$ cat config.mk
export PLATFORM = sky130hd
export DESIGN_NAME = vts_supervision
export DESIGN_NICKNAME = d
export VERILOG_FILES = /design/src/design/vts_pkg.sv /design/src/design/vts_supervision.sv
export VERILOG_INCLUDE_DIRS = /design/src /design/src/design
export SDC_FILE = /design/constraint.sdc
export NUM_CORES = 2
export LEC_CHECK = 0
export ABC_AREA = 0
export BUFFER_PORTS_ARGS = -buffer_cell sky130_fd_sc_hd__buf_4
export CAP_MARGIN = 20
export CORE_UTILIZATION = 50
export CTS_CLUSTER_SIZE = 28
export DETAILED_ROUTE_END_ITERATION = 12
export HOLD_SLACK_MARGIN = 0.12
export PLACE_DENSITY = 0.66
export SYNTH_ARGS = -nofsm -noshare
export SYNTH_HDL_FRONTEND = slang
export SYNTH_SLANG_ARGS = --single-unit
$ cat constraint.sdc
create_clock -name core_clk -period 12.02 [get_ports core_clk]
set_input_delay 1.202 -clock core_clk [delete_from_list [all_inputs] [get_ports core_clk]]
set_output_delay 1.202 -clock core_clk [all_outputs]
set_load 0.05 [all_outputs]
$ cat src/design/vts_regs.svh
`ifndef VTS_REGS_SVH
`define VTS_REGS_SVH

// register byte offsets
`define VTS_OFF_DELAY  8'h00
`define VTS_OFF_EVSEL  8'h04
`define VTS_OFF_CLR    8'h08
`define VTS_OFF_STAT   8'h0c
`define VTS_OFF_CNT0   8'h10
`define VTS_OFF_CNT3   8'h1c
`define VTS_OFF_RSEL   8'h20
`define VTS_OFF_RTIME  8'h24
`define VTS_OFF_RINFO  8'h28
`define VTS_OFF_RREM   8'h2c
`define VTS_OFF_RANG0  8'h30
`define VTS_OFF_RANG1  8'h34

// reset values
`define VTS_RST_DELAY  20'h000c8
`define VTS_RST_EVSEL  12'hfff

// record ring
`define VTS_REC_DEPTH  4'hc
`define VTS_REC_LAST   4'hb

// event source indices
`define VTS_SRC_START  3'h0
`define VTS_SRC_TRIP   3'h1
`define VTS_SRC_BLOCK  3'h2
`define VTS_SRC_LINE   3'h3
`define VTS_SRC_BFUSE  3'h4
`define VTS_SRC_LFUSE  3'h5

// per input voltage status codes
`define VTS_VOLT_NONE  2'h0
`define VTS_VOLT_OK    2'h1
`define VTS_VOLT_LOW   2'h2

// system status codes
`define VTS_SYS_DEAD   3'h0
`define VTS_SYS_OK     3'h1
`define VTS_SYS_REV    3'h2
`define VTS_SYS_UNDEF  3'h3
`define VTS_SYS_FAULT  3'h4

`endif

$ cat src/design/vts_pkg.sv
package vts_pkg;

    typedef enum logic [1:0] {
        ST_IDLE,
        ST_START,
        ST_TRIP,
        ST_BLOCKED
    } vts_state_type;

    typedef struct packed {
        logic [3:0][1:0]  volt;
        logic [2:0]       sys;
        logic [3:0][15:0] ang;
        logic [2:0]       grp;
    } vts_meas_type;

    typedef struct packed {
        logic [2:0]  code;
        logic        on;
        logic [31:0] stamp;
    } vts_evt_type;

    typedef struct packed {
        logic [31:0]  stamp;
        logic [2:0]   code;
        logic [19:0]  rem;
        vts_meas_type meas;
    } vts_rec_type;

endpackage

$ cat src/design/vts_supervision.sv
// Function
// - sample blocking input once per cycle
// - pick-up unblocked asserts start, starts timing
// - pick-up while blocked asserts blocked only
// - blocking clears active start, releases timing
// - definite time delay from start to trip
// - per source ON/OFF event selection
// - time stamp on every event
// - clearable start, trip, line, blocked counters
// - ON/OFF events for six conditions
// - ring keeps twelve latest records
// - records written on ON events only
// - record has time, event, voltage states
// - record holds five-valued system status
// - record holds remaining time to operate
// - record holds angles and setting group
// - pick-up: one low or two high
// - small angle shift suppresses pick-up
//
// Decided for this implementation: the register offsets and the APB slave port.
`timescale 1ns/1ps
`include "vts_regs.svh"

module vts_supervision (
    // clock and reset
    input  wire logic                 core_clk,
    input  wire logic                 rst,
    // apb slave
    input  wire logic [7:0]           paddr,
    input  wire logic                 psel,
    input  wire logic                 penable,
    input  wire logic                 pwrite,
    input  wire logic [31:0]          pwdata,
    output logic      [31:0]          prdata,
    output logic                      pready,
    output logic                      pslverr,
    // processing cycle and measurements
    input  wire logic                 cycle_tick,
    input  wire logic                 block_in,
    input  wire logic [2:0]           volt_low,
    input  wire logic [2:0]           volt_high,
    input  wire logic                 angle_shift_small,
    input  wire logic                 line_fail,
    input  wire logic                 bus_fuse_fail,
    input  wire logic                 line_fuse_fail,
    input  wire logic [31:0]          time_ms,
    input  wire vts_pkg::vts_meas_type meas,
    // status and events
    output logic                      start,
    output logic                      blocked,
    output logic                      trip,
    output logic                      event_valid,
    output vts_pkg::vts_evt_type      event_out
);
    vts_pkg::vts_state_type state_r, state_nxt;
    logic [19:0]  cnt_r, cnt_nxt, delay_r, delay_nxt, remain;
    logic         blk_r, blk_nxt, pu_r, pu_nxt, act_r, act_nxt, pickup, hi2;
    logic [5:0]   stat, prev_r, rise, fall;
    logic [11:0]  pend_r, pend_nxt, served, evsel_r, evsel_nxt;
    logic         ev_vld_nxt, rec_we, found;
    vts_pkg::vts_evt_type ev_nxt;
    logic [3:0][15:0] ctr_r, ctr_nxt;
    logic [3:0]   ctr_inc, clr;
    vts_pkg::vts_rec_type rec_mem [0:11];
    logic [3:0]   wr_ptr_r, wr_ptr_nxt, rec_cnt_r, rec_cnt_nxt, rsel_r, rsel_nxt;
    logic [31:0]  rdata_nxt;
    logic         err_nxt, wr_en;
    vts_pkg::vts_rec_type rsel_rec;
    // pick-up from the external comparators
    assign hi2    = (volt_high[0] & volt_high[1]) | (volt_high[0] & volt_high[2])
                  | (volt_high[1] & volt_high[2]);
    assign pickup = ((|volt_low) | hi2) & ~angle_shift_small;
    // decisions act one clock after the sample, always on the sampled pair
    always_comb begin
        blk_nxt   = blk_r;
        pu_nxt    = pu_r;
        act_nxt   = cycle_tick;
        state_nxt = state_r;
        cnt_nxt   = cnt_r;
        if (cycle_tick) begin
            blk_nxt = block_in;
            pu_nxt  = pickup;
        end
        if (act_r) begin
            case (state_r)
                vts_pkg::ST_IDLE: begin
                    cnt_nxt = 20'h0;
                    if (pu_r && !blk_r) begin
                        state_nxt = vts_pkg::ST_START;
                    end else if (pu_r) begin
                        state_nxt = vts_pkg::ST_BLOCKED;
                    end
                end
                vts_pkg::ST_START: begin
                    if (!pu_r || blk_r) begin
                        state_nxt = vts_pkg::ST_IDLE;
                        cnt_nxt   = 20'h0;
                    end else begin
                        cnt_nxt = cnt_r + 20'h1;
                        if (cnt_r + 20'h1 >= delay_r) begin
                            state_nxt = vts_pkg::ST_TRIP;
                        end
                    end
                end
                vts_pkg::ST_TRIP: begin
                    if (!pu_r || blk_r) begin
                        state_nxt = vts_pkg::ST_IDLE;
                        cnt_nxt   = 20'h0;
                    end
                end
                vts_pkg::ST_BLOCKED: begin
                    // block release re-arms through idle, so start is re-judged next cycle
                    if (!pu_r || !blk_r) begin
                        state_nxt = vts_pkg::ST_IDLE;
                    end
                end
                default: state_nxt = vts_pkg::ST_IDLE;
            endcase
        end
    end

    always_ff @(posedge core_clk) begin
        if (rst) begin
            state_r <= vts_pkg::ST_IDLE;
            cnt_r   <= 20'h0;
            blk_r   <= 1'b0;
            pu_r    <= 1'b0;
            act_r   <= 1'b0;
        end else begin
            state_r <= state_nxt;
            cnt_r   <= cnt_nxt;
            blk_r   <= blk_nxt;
            pu_r    <= pu_nxt;
            act_r   <= act_nxt;
        end
    end

    assign start   = (state_r == vts_pkg::ST_START) || (state_r == vts_pkg::ST_TRIP);
    assign trip    = (state_r == vts_pkg::ST_TRIP);
    assign blocked = (state_r == vts_pkg::ST_BLOCKED);
    assign remain  = (state_r == vts_pkg::ST_START) ? delay_r - cnt_r : 20'h0;
    // event detection and serialisation, one event per clock
    assign stat = {line_fuse_fail, bus_fuse_fail, line_fail, blocked, trip, start};
    assign rise = stat & ~prev_r;
    assign fall = ~stat & prev_r;

    always_comb begin
        found      = 1'b0;
        served     = 12'h0;
        ev_nxt     = '0;
        for (int j = 0; j < 12; j++) begin
            if (!found && pend_r[j]) begin
                found     = 1'b1;
                served[j] = 1'b1;
                ev_nxt.on = (j < 6);
                ev_nxt.code = (j < 6) ? 3'(j) : 3'(j - 6);
            end
        end
        ev_nxt.stamp = time_ms;
        ev_vld_nxt   = found && |(served & evsel_r);
        rec_we       = found && ev_nxt.on;
        // a new edge on a source being served is kept
        pend_nxt     = (pend_r & ~served) | {fall, rise};
    end
    // record ring
    always_comb begin
        wr_ptr_nxt  = wr_ptr_r;
        rec_cnt_nxt = rec_cnt_r;
        if (rec_we) begin
            wr_ptr_nxt = (wr_ptr_r == `VTS_REC_LAST) ? 4'h0 : wr_ptr_r + 4'h1;
            if (rec_cnt_r != `VTS_REC_DEPTH) begin
                rec_cnt_nxt = rec_cnt_r + 4'h1;
            end
        end
    end
    always_ff @(posedge core_clk) begin
        if (rec_we) begin
            rec_mem[wr_ptr_r] <= '{stamp: time_ms, code: ev_nxt.code, rem: remain,
                                   meas: meas};
        end
    end
    // cumulative counters; a count in the clearing cycle survives
    assign ctr_inc = {rise[`VTS_SRC_BLOCK], rise[`VTS_SRC_LINE], rise[`VTS_SRC_TRIP],
                      rise[`VTS_SRC_START]};
    assign wr_en   = psel && penable && pwrite;
    assign clr     = (wr_en && paddr == `VTS_OFF_CLR) ? pwdata[3:0] : 4'h0;
    always_comb begin
        for (int k = 0; k < 4; k++) begin
            ctr_nxt[k] = clr[k] ? 16'(ctr_inc[k]) : ctr_r[k] + 16'(ctr_inc[k]);
        end
    end

    // apb: read data captured in the setup phase, no wait states
    assign rsel_rec = (rsel_r < `VTS_REC_DEPTH) ? rec_mem[rsel_r] : '0;
    always_comb begin
        delay_nxt = delay_r;
        evsel_nxt = evsel_r;
        rsel_nxt  = rsel_r;
        rdata_nxt = prdata;
        err_nxt   = pslverr;
        if (wr_en) begin
            if (paddr == `VTS_OFF_DELAY) begin
                delay_nxt = pwdata[19:0];
            end else if (paddr == `VTS_OFF_EVSEL) begin
                evsel_nxt = pwdata[11:0];
            end else if (paddr == `VTS_OFF_RSEL) begin
                rsel_nxt = pwdata[3:0];
            end
        end
        if (psel && !penable) begin
            err_nxt   = 1'b0;
            rdata_nxt = 32'h0;
            if (paddr == `VTS_OFF_DELAY) begin
                rdata_nxt = {12'h0, delay_r};
            end else if (paddr == `VTS_OFF_EVSEL) begin
                rdata_nxt = {20'h0, evsel_r};
            end else if (paddr == `VTS_OFF_STAT) begin
                rdata_nxt = {20'h0, rec_cnt_r, wr_ptr_r, 1'b0, blocked, trip, start};
            end else if (paddr >= `VTS_OFF_CNT0 && paddr <= `VTS_OFF_CNT3
                         && paddr[1:0] == 2'h0) begin
                rdata_nxt = {16'h0, ctr_r[paddr[3:2]]};
            end else if (paddr == `VTS_OFF_RSEL) begin
                rdata_nxt = {28'h0, rsel_r};
            end else if (paddr == `VTS_OFF_RTIME) begin
                rdata_nxt = rsel_rec.stamp;
            end else if (paddr == `VTS_OFF_RINFO) begin
                rdata_nxt = {rsel_rec.code, rsel_rec.meas.sys, rsel_rec.meas.grp, 15'h0,
                             rsel_rec.meas.volt};
            end else if (paddr == `VTS_OFF_RREM) begin
                rdata_nxt = {12'h0, rsel_rec.rem};
            end else if (paddr == `VTS_OFF_RANG0) begin
                rdata_nxt = {rsel_rec.meas.ang[1], rsel_rec.meas.ang[0]};
            end else if (paddr == `VTS_OFF_RANG1) begin
                rdata_nxt = {rsel_rec.meas.ang[3], rsel_rec.meas.ang[2]};
            end else begin
                err_nxt = (paddr != `VTS_OFF_CLR);
            end
        end
    end

    always_ff @(posedge core_clk) begin
        if (rst) begin
            prev_r      <= 6'h0;
            pend_r      <= 12'h0;
            event_valid <= 1'b0;
            event_out   <= '0;
            wr_ptr_r    <= 4'h0;
            rec_cnt_r   <= 4'h0;
            ctr_r       <= '0;
            delay_r     <= `VTS_RST_DELAY;
            evsel_r     <= `VTS_RST_EVSEL;
            rsel_r      <= 4'h0;
            prdata      <= 32'h0;
            pslverr     <= 1'b0;
        end else begin
            prev_r      <= stat;
            pend_r      <= pend_nxt;
            event_valid <= ev_vld_nxt;
            event_out   <= ev_nxt;
            wr_ptr_r    <= wr_ptr_nxt;
            rec_cnt_r   <= rec_cnt_nxt;
            ctr_r       <= ctr_nxt;
            delay_r     <= delay_nxt;
            evsel_r     <= evsel_nxt;
            rsel_r      <= rsel_nxt;
            prdata      <= rdata_nxt;
            pslverr     <= err_nxt;
        end
    end

    assign pready = 1'b1;
endmodule

==> impl_metrics.yaml <==
run_status:
  status: "completed"
cells_and_area:
  drive_above_1_share_pct: 23.0
  synthToLayoutAreaGrowth_pct: 13.5
  n_antenna_cell: 0
  final_cells: 6398
  fin_util_pct: 57.2
  nFillCells: 10700
  final_nets: 4565
placement:
  gp_congestion: 0.902
  placed_cells: 6051
  place_hpwl_um: 104000
  numPortBuffers: 227
routing:
  ant_nets: 0
  drt_iter0_markers: 4238
  wl_um: 182000
  wl_per_cell_um: 28.4
  remaining_drc_errors: 0
  via_count: 39200
  drt_pass1_iterations: 8
  via_per_inst: 6.13
timing:
  maxSlewHeadroom_pct: 20.9
  grt_setup_unrepaired: "no"
  slew_viol_final: 0
  finalHoldViolations: 0
  clock_skew_ns: 0.0461
  fin_crit_ns: 4.78
  worst_pin_slew_ns: 1.19
  fin_crit_sh_pct: 39.7
  holdWs_ns: 0.453
  max_freq_ghz: 0.209
  setup_viol: 0
  fin_setup_tns_ns: 0
critical_path:
  crit_slowest_cell: "buf_4"
  crit_type: "flop to flop"
  startpoint_type: "flop"
  crit_fanout: 42
  critPathMostFrequentCell: "buf_4"
  critical-path-top-delay-family: "buffers and inverters"
  endpoint_kind: "flop"
  crit_required_ns: 12.72
  critPathArrivalTime_ns: 5.48
  crit_path_cell_trace: "buf_4 > buf_4 > buf_4 > mux4_2 > mux2i_1 > nand2_1 > o2111ai_1 > nand4_1 > a31oi_1 > o21ai_0"
  critPathMaxStageDelay_ns: 0.80
  crit_buf_inv: 3
floorplanning:
  rows: 139
  io_pins: 241
  core_area_um2: 143000
  start_util_pct: 50.4
  die_h_um: 382
  die_x_um: 382
  die_area_um2: 146000
job:
  max_cap_viol_count: 0
logic_synthesis:
  synth.most_common_cell: "edfxtp_1"
  synth_ff_type: "edfxtp_1"
  ys_seq_elements: 1821
  synthArstFlopShare_pct: 0
  synth_edf_count: 1596
  synth.cell_area_um2: 72300
  synth.top_cells.by_count: "1596 x edfxtp_1, 422 x mux4_2, 312 x nand2_1, 225 x dfxtp_1, 200 x nor2_1"
  synth_top_cells_by_area: "edfxtp_1 66%, mux4_2 13%, dfxtp_1 6.2%"
  synth_nets: 4280
  synth_top_area_share_pct: 66.3
  syn_inst: 4053
  synth_top_area_cell: "edfxtp_1"
  syn_avg_cell_area_um2: 17.8
  ys_seq_area_share_pct: 72.5
  synth_cell_types: 75
  yosysWarnings: 0
clock_network:
  cts_tree: "done"
  cts-resized-gates: 0
  clock_sinks: 1821
  clock_latency_ns: 0.82
  numCtsBuffers: 183
  cts_setup_buffers: 0
  clk_pin_slew_worst_paths_ns: 0.06
  holdBufCountCts: 0
  htree_levels: 4
  clock-root-buffer: "clkbuf_16"
  cts.path.max_buffers: 3
power:
  finalPower_uw: 13400
  vdd_drop_max_uv: 148
  p_per_area_nw_per_um2: 164
  p_leak_uw: 0.0264
grt:
  grt_pass1_vias: 38600
  grt_usage_pct: 24.9
  grt_pass1_wl_um: 264000
  grt.overflow.total: 0
  antenna_found_initial: 15
  grt_max_degree: 123
hold_path:
  worstHoldPathType: "flop to flop"
## where the power goes
group          internal [uW]  switching [uW]
combinational            227             466
sequential              7110            54.8
clock                   3150            2430
## worst paths after layout
| kind | start | to | slack (ns) | depth (start not counted) |
|---|---|---|---|---|
| worst max-delay path | flop | prdata[7]$_SDFFE_PP0P_ | 7.24 | 10 |
| worst min-delay path | prdata[20]$_SDFFE_PP0P_ | prdata[20]$_SDFFE_PP0P_ | 0.45 | 2 |
| worst max register to register | flop | prdata[7]$_SDFFE_PP0P_ | 7.24 | 10 |
| worst min register to register | prdata[20]$_SDFFE_PP0P_ | prdata[20]$_SDFFE_PP0P_ | 0.45 | 2 |
## logic make-up after synthesis
family / count (synthesis) / synth area share (%)
buffers and inverters: 277 / 1.72
AND/OR/NAND/NOR: 855 / 5.51
XOR/XNOR: 90 / 1.09
other: 1 / 0.00519
AO/OA/AOI/OAI: 449 / 3.86
multiplexers: 499 / 14.2
flip-flops: 1821 / 72.5
adder cells (fa/ha/maj): 61 / 1.06
## cell usage in the layout, fill, tap and decap left out, types with 16 or more instances in the layout
cell and instances:
clkbuf_1 45, dfxtp_1 221, and3_1 39, nor2b_1 57
a31oi_1 38, o211ai_1 16, mux2i_1 71, o21ai_0 111
nor3_1 28, clkinv_2 32, xnor2_1 44, clkbuf_16 183
ha_1 59, mux4_2 422, a211oi_1 18, buf_4 296
nand4_1 20, nand3_1 111, a21oi_1 135, clkinv_1 42
nand2_1 312, xor2_1 46, inv_1 67, edfxtp_1 1596
nor2_1 198
## cell type report
cell class | count | area, um^2 | share of cell area (%)
inverters | 70 | 267 | 0.325
flip-flops and latches | 1821 | 52400 | 63.9
multi-input cells | 1955 | 18700 | 22.8
well taps | 1903 | 2380 | 2.90
repair buffers | 307 | 2380 | 2.90
clock buffers | 239 | 4900 | 5.97
clock inverters | 103 | 992 | 1.21
## layer usage
metal	track usage [%]	wire length, um	up-vias
met1	35.9	76000	20600
met3	4.90	15400	275
met5	0	104	-
met4	7.69	4750	16
met2	38.7	85600	1644
li1	-	-	16700
## per-stage QoR
| step | setup slack (ns) | cell area (um^2) |
|---|---|---|
| detailed placement | 7.08 | 76100 |
| global route | 6.87 | 82100 |
| CTS | 7.08 | 82000 |
| finish | 7.24 | 82100 |
| global placement | 7.09 | 76100 |
| floorplan | 1.19 | 72300 |
## tightest hold or removal path, stage by stage, from the launching register on
cell and delay, ns:
dfxtp_1 0.31, nand2_1 0.05, nand2_1 0.04
## registers in the layout, summed over array words and instances (netlist names), 2 cells and up, named ones only
name,flops
cnt_r,20
ctr_r,64
prev_r,6
state_r,2
prdata,32
pend_r,12
rsel_r,4
wr_ptr_r,4
rec_cnt_r,4
evsel_r,12
delay_r,20
event_out,36
rec_mem,1596
Power figures use the tool's default switching activity.
